--- config.mk ---
export PLATFORM = sky130hd
export DESIGN_NAME = tpm_timer_pwm
export DESIGN_NICKNAME = d
export VERILOG_FILES = /design/src/tpm_pkg.sv /design/src/tpm_tick_gen.sv /design/src/tpm_timer_pwm.sv
export VERILOG_INCLUDE_DIRS = /design/src
export SDC_FILE = /design/constraint.sdc
export NUM_CORES = 1
export LEC_CHECK = 0
export BUFFER_PORTS_ARGS = -buffer_cell sky130_fd_sc_hd__buf_2
export CAP_MARGIN = 0
export CORE_ASPECT_RATIO = 1.2
export CORE_MARGIN = 3
export CORE_UTILIZATION = 32
export CTS_CLUSTER_DIAMETER = 120
export DETAILED_ROUTE_END_ITERATION = 10
export GPL_ROUTABILITY_DRIVEN = 0
export MAX_ROUTING_LAYER = met4
export PLACE_DENSITY = 0.55
export RECOVER_POWER = 100
export SLEW_MARGIN = 15
export SYNTH_ARGS = -nofsm -noshare
export SYNTH_HDL_FRONTEND = slang
export SYNTH_SLANG_ARGS = --single-unit
--- constraint.sdc ---
create_clock -name mclk_i -period 2.5 [get_ports mclk_i]
set_input_delay 0.25 -clock mclk_i [delete_from_list [all_inputs] [get_ports mclk_i]]
set_output_delay 0.25 -clock mclk_i [all_outputs]
set_load 0.01 [all_outputs]
--- src/tpm_cfg.svh ---
// Constants for the pulse measure and PWM timer block.
// Assumes inclusion by bare name from the package; the design modules use its macros without including it.
`ifndef TPM_CFG_SVH
`define TPM_CFG_SVH

// Register word offsets on the plain register port.
`define TPM_OFS_CTRL 2'h0
`define TPM_OFS_DATA 2'h1
`define TPM_OFS_STAT 2'h2

// Control register field positions.
`define TPM_MODE_HI 7
`define TPM_MODE_LO 6
`define TPM_RUN_BIT 4
`define TPM_EDGE_BIT 3
`define TPM_PSC_HI 2
`define TPM_PSC_LO 0
`define TPM_DIV_HI 4
`define TPM_DIV_LO 2
`define TPM_FMT_BIT 1
`define TPM_PEN_BIT 0

// Control register writable mask; bit 5 is unimplemented and reads zero.
`define TPM_CTRL_MASK 8'hdf

// Reset values.
`define TPM_CTRL_RST 8'h00
`define TPM_DUTY_RST 8'h00
`define TPM_PRELOAD_RST 8'h00
`define TPM_COUNT_RST 8'h00

// Operating mode codes.
`define TPM_MODE_PWM 2'h0
`define TPM_MODE_EVT 2'h1
`define TPM_MODE_TMR 2'h2
`define TPM_MODE_PWMEAS 2'h3

// Full count of the eight-bit counter.
`define TPM_COUNT_MAX 8'hff

`endif

--- src/tpm_pkg.sv ---
// Types shared by the pulse measure and PWM timer block.
// Assumes tpm_cfg.svh is reachable on the include path.
`include "tpm_cfg.svh"

package tpm_pkg;

    // Operating mode held in the two top control bits.
    typedef enum logic [1:0] {
        TPM_OP_PWM = `TPM_MODE_PWM,
        TPM_OP_EVT = `TPM_MODE_EVT,
        TPM_OP_TMR = `TPM_MODE_TMR,
        TPM_OP_PWMEAS = `TPM_MODE_PWMEAS
    } tpm_mode_t;

    // Pulse measurement sequencer states, one-hot.
    typedef enum logic [2:0] {
        TPM_ST_IDLE = 3'b001,
        TPM_ST_ARMED = 3'b010,
        TPM_ST_COUNT = 3'b100
    } tpm_state_t;

    // One register access as seen on the plain register port.
    typedef struct packed {
        logic wr;
        logic rd;
        logic [1:0] addr;
        logic [7:0] wdata;
    } tpm_req_t;

endpackage

--- src/tpm_tick_gen.sv ---
// Programmable tick generator: one pulse every ratio clocks.
// Assumes ratio is at least one and stable while enabled.
`timescale 1ns/1ps
`default_nettype none

module tpm_tick_gen #(
    parameter int RW = 8
) (
    // Clock and reset.
    input wire logic mclk_i,
    input wire logic rst_n_i,
    // Control.
    input wire logic en_i,
    input wire logic [RW-1:0] ratio_i,
    // Tick out.
    output logic tick_o
);

    logic [RW-1:0] cnt_reg;

    // Count up to ratio minus one, then wrap and pulse; restart when idle.
    always_ff @(posedge mclk_i) begin
        if (!rst_n_i || !en_i) begin
            cnt_reg <= '0;
            tick_o <= 1'b0;
        end else if (cnt_reg >= ratio_i - RW'(1)) begin
            cnt_reg <= '0;
            tick_o <= 1'b1;
        end else begin
            cnt_reg <= cnt_reg + RW'(1);
            tick_o <= 1'b0;
        end
    end

endmodule

`default_nettype wire

--- src/tpm_timer_pwm.sv ---
// Eight-bit timer in pulse width measurement mode and a PWM generator.
// Assumes the timer input is synchronous to mclk_i and that the register
// port master keeps strobes one cycle long and never both at once.
//
// Added by the designer: the strobed register port and the placing of the registers.
`timescale 1ns/1ps
`default_nettype none

// Contract
// - Control mode field 11 selects pulse width measurement.
// - Measurement counts prescaled internal clock, ratio from prescale field.
// - After run bit set, wait idle for the active input edge.
// - Edge bit low: falling starts, rising stops; high: the reverse.
// - Input return to original level clears run bit, stops counter.
// - In timer and event modes hardware never clears run bit.
// - Counter holds final value after measurement for software to read.
// - Run bit clear ignores input; software re-arms each single shot.
// - Start and stop come from detected input transitions, not levels.
// - Overflow raises interrupt, reloads from preload, keeps counting.
// - In idle or sleep, measuring continues; overflow also requests wake.
// - Control mode field 00 selects PWM operation.
// - Eight-bit duty sets total high time, spread over sub-cycles.
// - Second PWM output is always the inverse of the primary.
// - PWM cycle 256 clocks; sub-cycle 128 or 64 clocks by format.
// - Six-plus-two: four 64-clock sub-cycles, coarse plus one when below fine.
// - Seven-plus-one: two 128-clock sub-cycles, coarse bits 7..1, fine bit 0.
// - PWM divider codes 0..7 divide system clock by 1,2,3,4,8,16,32,64.
// - With PWM enable clear, the primary PWM signal is held low.
// - Duty writes act at once; one PWM cycle may be irregular.
module tpm_timer_pwm
    import tpm_pkg::*;
#(
    parameter int DIV_W = 8
) (
    // Clock and reset.
    input wire logic mclk_i,
    input wire logic rst_n_i,
    // Register port.
    input wire logic [1:0] reg_addr_i,
    input wire logic [7:0] reg_wdata_i,
    input wire logic reg_wr_i,
    input wire logic reg_rd_i,
    output logic [7:0] reg_rdata_o,
    // Power state and prescaler clock presence.
    input wire logic sleep_i,
    input wire logic psc_active_i,
    // Timer input pin.
    input wire logic timer_input_pin_i,
    // Events.
    output logic timer_irq_o,
    output logic wake_req_o,
    // PWM pair.
    output logic pwm_out_primary_o,
    output logic pwm_out_inverse_o
);

    // Prescale ratio is 2 to the power of the selection code.
    function automatic logic [DIV_W-1:0] psc_ratio(input logic [2:0] sel);
        psc_ratio = DIV_W'(1) << sel;
    endfunction

    // PWM clock ratio table for the divider field.
    function automatic logic [DIV_W-1:0] pwm_ratio(input logic [2:0] sel);
        case (sel)
            3'h0: pwm_ratio = DIV_W'(1);
            3'h1: pwm_ratio = DIV_W'(2);
            3'h2: pwm_ratio = DIV_W'(3);
            3'h3: pwm_ratio = DIV_W'(4);
            3'h4: pwm_ratio = DIV_W'(8);
            3'h5: pwm_ratio = DIV_W'(16);
            3'h6: pwm_ratio = DIV_W'(32);
            default: pwm_ratio = DIV_W'(64);
        endcase
    endfunction

    // Registers and state.
    tpm_req_t req;
    logic [7:0] ctrl_reg;
    logic [7:0] duty_reg;
    logic [7:0] preload_reg;
    logic [7:0] count_reg;
    logic [7:0] count_next;
    logic pin_prev_reg;
    logic [7:0] pwm_cnt_reg;
    tpm_state_t state_reg;
    tpm_state_t state_next;

    // Decoded control fields.
    tpm_mode_t mode;
    logic run_bit;
    logic edge_sel;
    logic [2:0] psc_sel;
    logic [2:0] div_sel;
    logic fmt_sel;
    logic pwm_en;
    logic pwm_active;
    logic meas_mode;

    // Edge and tick events.
    logic pin_rise;
    logic pin_fall;
    logic start_edge;
    logic stop_edge;
    logic psc_tick;
    logic pwm_tick;
    logic count_step;
    logic overflow;
    logic hw_clear_run;
    logic ctrl_wr;
    logic data_wr;

    // PWM shaping.
    logic [7:0] sub_pos;
    logic [7:0] sub_high;
    logic pwm_high;

    assign req = '{wr: reg_wr_i, rd: reg_rd_i, addr: reg_addr_i,
                   wdata: reg_wdata_i};
    assign ctrl_wr = req.wr && (req.addr == `TPM_OFS_CTRL);
    assign data_wr = req.wr && (req.addr == `TPM_OFS_DATA);

    // Control fields share bits by mode, exactly as the register overlays.
    assign mode = tpm_mode_t'(ctrl_reg[`TPM_MODE_HI:`TPM_MODE_LO]);
    assign run_bit = ctrl_reg[`TPM_RUN_BIT];
    assign edge_sel = ctrl_reg[`TPM_EDGE_BIT];
    assign psc_sel = ctrl_reg[`TPM_PSC_HI:`TPM_PSC_LO];
    assign div_sel = ctrl_reg[`TPM_DIV_HI:`TPM_DIV_LO];
    assign fmt_sel = ctrl_reg[`TPM_FMT_BIT];
    assign pwm_en = ctrl_reg[`TPM_PEN_BIT];
    assign meas_mode = (mode == TPM_OP_PWMEAS);
    assign pwm_active = (mode == TPM_OP_PWM) && pwm_en;

    // Transitions are found by comparing with last cycle's pin level, so a
    // pin already sitting at the start level never starts a measurement.
    assign pin_rise = timer_input_pin_i && !pin_prev_reg;
    assign pin_fall = !timer_input_pin_i && pin_prev_reg;
    assign start_edge = edge_sel ? pin_rise : pin_fall;
    assign stop_edge = edge_sel ? pin_fall : pin_rise;

    // Prescaled count clock; it only runs while the internal clock source
    // is alive, which is what lets a measurement go on through sleep.
    tpm_tick_gen #(
        .RW(DIV_W)
    ) u_psc (
        .mclk_i(mclk_i),
        .rst_n_i(rst_n_i),
        .en_i(meas_mode && psc_active_i && (state_reg == TPM_ST_COUNT)),
        .ratio_i(psc_ratio(psc_sel)),
        .tick_o(psc_tick)
    );

    // PWM clock divider.
    tpm_tick_gen #(
        .RW(DIV_W)
    ) u_pwmdiv (
        .mclk_i(mclk_i),
        .rst_n_i(rst_n_i),
        .en_i(pwm_active),
        .ratio_i(pwm_ratio(div_sel)),
        .tick_o(pwm_tick)
    );

    assign count_step = (state_reg == TPM_ST_COUNT) && psc_tick &&
                        psc_active_i;
    assign overflow = count_step && (count_reg == `TPM_COUNT_MAX);
    // Only the measurement sequencer ever clears the run bit by itself.
    assign hw_clear_run = meas_mode && (state_reg == TPM_ST_COUNT) &&
                          run_bit && stop_edge;

    // Sequencer: armed waits for the start edge, counting waits for the
    // stop edge. Any state falls back to idle once the run bit is gone.
    always_comb begin
        state_next = state_reg;
        case (state_reg)
            TPM_ST_IDLE: begin
                if (meas_mode && run_bit) begin
                    state_next = TPM_ST_ARMED;
                end
            end
            TPM_ST_ARMED: begin
                if (!meas_mode || !run_bit) begin
                    state_next = TPM_ST_IDLE;
                end else if (start_edge) begin
                    state_next = TPM_ST_COUNT;
                end
            end
            TPM_ST_COUNT: begin
                if (!meas_mode || !run_bit || stop_edge) begin
                    state_next = TPM_ST_IDLE;
                end
            end
            default: begin
                state_next = TPM_ST_IDLE;
            end
        endcase
    end

    always_ff @(posedge mclk_i) begin
        if (!rst_n_i) begin
            state_reg <= TPM_ST_IDLE;
        end else begin
            state_reg <= state_next;
        end
    end

    // Previous pin level for the transition detectors. It resets low, so a
    // pin resting high shows one false rise right after reset; that is
    // harmless, since the run bit resets clear and no edge is watched yet.
    always_ff @(posedge mclk_i) begin
        if (!rst_n_i) begin
            pin_prev_reg <= 1'b0;
        end else begin
            pin_prev_reg <= timer_input_pin_i;
        end
    end

    // Control register. A software write in the same cycle as the automatic
    // clear wins, so a re-arm issued right at the stop edge is not lost.
    always_ff @(posedge mclk_i) begin
        if (!rst_n_i) begin
            ctrl_reg <= `TPM_CTRL_RST;
        end else if (ctrl_wr) begin
            ctrl_reg <= req.wdata & `TPM_CTRL_MASK;
        end else if (hw_clear_run) begin
            ctrl_reg[`TPM_RUN_BIT] <= 1'b0;
        end
    end

    // The data offset holds the duty in PWM mode and the preload otherwise.
    // Duty is used straight from this register, so a change bends the
    // current PWM cycle; buffering it would cost a cycle of latency.
    always_ff @(posedge mclk_i) begin
        if (!rst_n_i) begin
            duty_reg <= `TPM_DUTY_RST;
        end else if (data_wr && (mode == TPM_OP_PWM)) begin
            duty_reg <= req.wdata;
        end
    end

    always_ff @(posedge mclk_i) begin
        if (!rst_n_i) begin
            preload_reg <= `TPM_PRELOAD_RST;
        end else if (data_wr && (mode != TPM_OP_PWM)) begin
            preload_reg <= req.wdata;
        end
    end

    // Counter next value: reload on overflow, step on each prescaled tick, load
    // a data write directly while stopped, otherwise hold the last value for software.
    always_comb begin
        count_next = count_reg;
        if (overflow) begin
            count_next = preload_reg;
        end else if (count_step) begin
            count_next = count_reg + 8'h01;
        end else if (data_wr && (mode != TPM_OP_PWM) && !run_bit) begin
            count_next = req.wdata;
        end
    end

    always_ff @(posedge mclk_i) begin
        if (!rst_n_i) begin
            count_reg <= `TPM_COUNT_RST;
        end else begin
            count_reg <= count_next;
        end
    end

    // Overflow events, one cycle each; sleep turns them into wake requests
    // as well.
    always_ff @(posedge mclk_i) begin
        if (!rst_n_i) begin
            timer_irq_o <= 1'b0;
            wake_req_o <= 1'b0;
        end else begin
            timer_irq_o <= overflow;
            wake_req_o <= overflow && sleep_i;
        end
    end

    // PWM cycle counter of 256 PWM clocks, cleared while disabled.
    // Clearing it on disable makes every enable start at sub-cycle zero.
    always_ff @(posedge mclk_i) begin
        if (!rst_n_i || !pwm_active) begin
            pwm_cnt_reg <= 8'h00;
        end else if (pwm_tick) begin
            pwm_cnt_reg <= pwm_cnt_reg + 8'h01;
        end
    end

    // Split the cycle into sub-cycles and work out each sub-cycle's high
    // time from the coarse and fine parts of the duty.
    always_comb begin
        if (fmt_sel) begin
            sub_pos = {1'b0, pwm_cnt_reg[6:0]};
            sub_high = {1'b0, duty_reg[7:1]} +
                       {7'h00, (pwm_cnt_reg[7] < duty_reg[0])};
        end else begin
            sub_pos = {2'h0, pwm_cnt_reg[5:0]};
            sub_high = {2'h0, duty_reg[7:2]} +
                       {7'h00, (pwm_cnt_reg[7:6] < duty_reg[1:0])};
        end
    end

    // High from the start of each sub-cycle until its high time is used up.
    assign pwm_high = sub_pos < sub_high;

    // Both outputs come from flops so they switch on the same edge.
    always_ff @(posedge mclk_i) begin
        if (!rst_n_i) begin
            pwm_out_primary_o <= 1'b0;
            pwm_out_inverse_o <= 1'b1;
        end else begin
            pwm_out_primary_o <= pwm_active && pwm_high;
            pwm_out_inverse_o <= !(pwm_active && pwm_high);
        end
    end

    // Read data, valid only in the cycle after the read strobe.
    // Returning zero outside that cycle keeps a shared read bus quiet.
    always_ff @(posedge mclk_i) begin
        if (!rst_n_i) begin
            reg_rdata_o <= 8'h00;
        end else if (req.rd) begin
            case (req.addr)
                `TPM_OFS_CTRL: reg_rdata_o <= ctrl_reg;
                `TPM_OFS_DATA: begin
                    reg_rdata_o <= (mode == TPM_OP_PWM) ? duty_reg : count_reg;
                end
                `TPM_OFS_STAT: begin
                    reg_rdata_o <= {5'h00, state_reg};
                end
                default: reg_rdata_o <= 8'h00;
            endcase
        end else begin
            reg_rdata_o <= 8'h00;
        end
    end

endmodule

`default_nettype wire
==> out/metrics.cfg <==
[outcome]
run_status=finished clean

[routing]
dr.pass1.iters=4
wirelength_um=9240
drc_errors=0
num_vias=3246
routed_via_density=5.00
drt_iter0_markers=121
final_antenna_net_count=0
wl_per_cell_um=14.2

[hold_path]
worstHoldStart=sleep_i
holdPathEnd=wake_req_o
holdPathStages=2
min_path_type=input pin to flip-flop

[synth]
syn_inst=458
synthSimpleGateAreaFrac_pct=22.6
synth_fp_nets=504
synthAdderAreaFrac_pct=8.95
yosysUniqueCellTypes=54
synth_top_area_share_pct=36.0
async_flop_share_pct=0
synth_edf_count=0
synthMuxAreaShare_pct=10.1
ys_seq_area_share_pct=36.0
synth_ff_type=dfxtp_1
yosys_warnings=0
syn_avg_cell_area_sq_um=8.85
yosys_register_bits=73
synth_top_family_by_area=simple AND/OR/NAND/NOR gates
synth_area_leaders=dfxtp_1 (36%), ha_1 (8.9%), mux2i_1 (8.1%), nor2_1 (3.6%), xor2_1 (3.5%)
synth_top_area_cell=dfxtp_1
syn-cell-area_sq_um=4060
synth_compound_area_share_pct=13.5
synth_xor_area_share_pct=4.75

[timing]
finalClockSkew_ns=0.00680
drv_slew=0
max_freq_ghz=0.414
tns_ns=0
max_slew_margin_pct=27.4
fin_crit_sh_pct=96.6
hold_viol_final=0
tightest_slew_ns=1.09
fin_ws_ns=0.0852
setup_viol=0
grt_setup_unrepaired=true
fin_crit_ns=2.41

[place]
dp_cells=633
preCtsSetupSlack_ns=-0.124
dp_hpwl_um=6810
place_area_sq_um=4360
io_buffers=28

[cells_and_area]
final_cell_mix=dfxtp_1 (71), nor2_1 (39), mux2i_1 (33)
final_area_sq_um=4650
fillers=1267
drive_above_1_share_pct=13.7
antenna_cells=0
synthToLayoutAreaGrowth_pct=14.7
final_cells=649
final_common_cell=dfxtp_1
final_util_pct=38.1
final_nets=530

[critical_path]
required_ns=2.73
regToRegEndpoint=pwm_out_inverse_o
r2r_start=duty_reg[1]
cp.arrival_ns=2.64
worstPathMaxFanout=3
worstSetupPathType=flip-flop to flip-flop
critPathCaptureType=flip-flop
cp-start-kind=flip-flop
r2r_slack_ns=0.09
rr_worst_depth=14
slowest_delay_ns=0.33
cp_slowest_cell=dfxtp_2
crit_chain=inv_2 > ha_4 > a21oi_2 > ha_2 > ha_4 > nor2b_4 > a21boi_1 > o22ai_1 > ha_1 > o21ai_1 > nand2b_1 > a21oi_2 > a41oi_2 > a21o_1

[clocking]
path_clk_slew_ns=0.06
tritoncts=yes
cts_buffer_depth=2
numCtsBuffers=9
clockRootBuffer=clkbuf_16
cts_hold_repair.buffers=0
clock_latency_ns=0.34
cts_sinks=73
htreeDepth=3

[floorplanning]
rows=44
die_area_sq_um=14100
die_w_um=109
die_h_um=129
io_pins=29
start_util_pct=33.2
fp.coreArea_sq_um=12200

[grt]
grt_pass1_wl_um=15300
grt.overflow.total=0
track_usage_pct=14.3
grt_pass1_vias=3102
grt_max_degree=24
antenna_found_initial=0

[power]
leakage_nw=1.79
powerDensity_nw_per_um2=542
peakVddDrop_uv=316

[flow_run]
drv_cap=0

-- Yosys cell counts, types with 3 or more instances --
master    instances
xor2_1           16
or3_1             4
and3_1           14
mux2i_1          33
inv_1            11
clkbuf_1         16
a21oi_1          22
buf_2             3
ha_1             29
nor3_1            4
a311oi_1          3
xnor2_1           6
dfxtp_1          73
buf_4             3
nand4_1           4
nand2b_1          6
nor2_1           39
a31oi_1           3
mux2_2            7
a21o_1            8
a211oi_1          4
nor2b_1          22
a21boi_0          3
and2_1            7
nand2_1          32
nand3_1          17
nand3b_1          3
o22ai_1           6
o21ai_0          25
-- routing by layer --
metal  track usage [%]  part of all wire (%)
met4              6.54                   2.5
met5                 -                     0
met2              23.1                    48
met1              16.9                    46
met3              3.34                   4.0
-- area by class of cell --
| cell class | instances | area [sq um] | area share, % |
|---|---|---|---|
| clock buffer | 12 | 246 | 5.30 |
| tap | 161 | 201 | 4.33 |
| sequential | 73 | 1460 | 31.5 |
| inverter | 11 | 41.3 | 0.888 |
| timing repair buffer | 39 | 196 | 4.22 |
| multi-input combinational | 350 | 2480 | 53.4 |
| clock inverter | 3 | 17.5 | 0.377 |
-- worst max-delay path by stage --
stage,from,endpoint
after floorplan,duty_reg[1],pwm_out_inverse_o
after global placement,duty_reg[1],pwm_out_inverse_o
after detailed placement,duty_reg[1],pwm_out_inverse_o
after CTS,pwm_cnt_reg[7],pwm_out_inverse_o
after global routing,duty_reg[1],pwm_out_inverse_o
final,duty_reg[1],pwm_out_inverse_o
-- where the power goes --
group | leakage, nW | switching [mW] | internal (mW)
logic | 1.07 | 0.0877 | 0.0702
registers | 0.591 | 0.0224 | 1.18
clock network | 0.128 | 0.471 | 0.690
total | 1.79 | 0.581 | 1.94
-- repair_timing --
item	4_1_cts	5_1_grt
buffers inserted	1	0
cloned	0	0
resized for setup	14	6
pin swaps	11	8
endpoints found under the setup margin	2	2
-- logic make-up after synthesis --
family | Yosys count
adder cells (fa/ha/maj) | 29
buffers and inverters | 35
AND/OR/NAND/NOR | 168
flip-flops | 73
XOR/XNOR | 22
multiplexers | 40
AO/OA/AOI/OAI | 89
other | 2
-- per-stage QoR --
stage               hold slack [ns]  total power, mW
global placement              0.449             1.38
detailed placement            0.454             1.38
CTS                           0.101             2.56
finish                        0.112             2.52
floorplan                     0.372             1.33
global route                  0.135             2.63
-- worst max-delay path, delay by kind of cell (launching register included) --
| kind | cells | cell delay (ns) |
|---|---|---|
| compound gates | 7 | 0.90 |
| fa+ha+maj | 4 | 0.83 |
| flops | 1 | 0.33 |
| simple gates | 2 | 0.22 |
| buf+inv | 1 | 0.04 |
No activity file was read; power rests on OpenSTA's default activity.
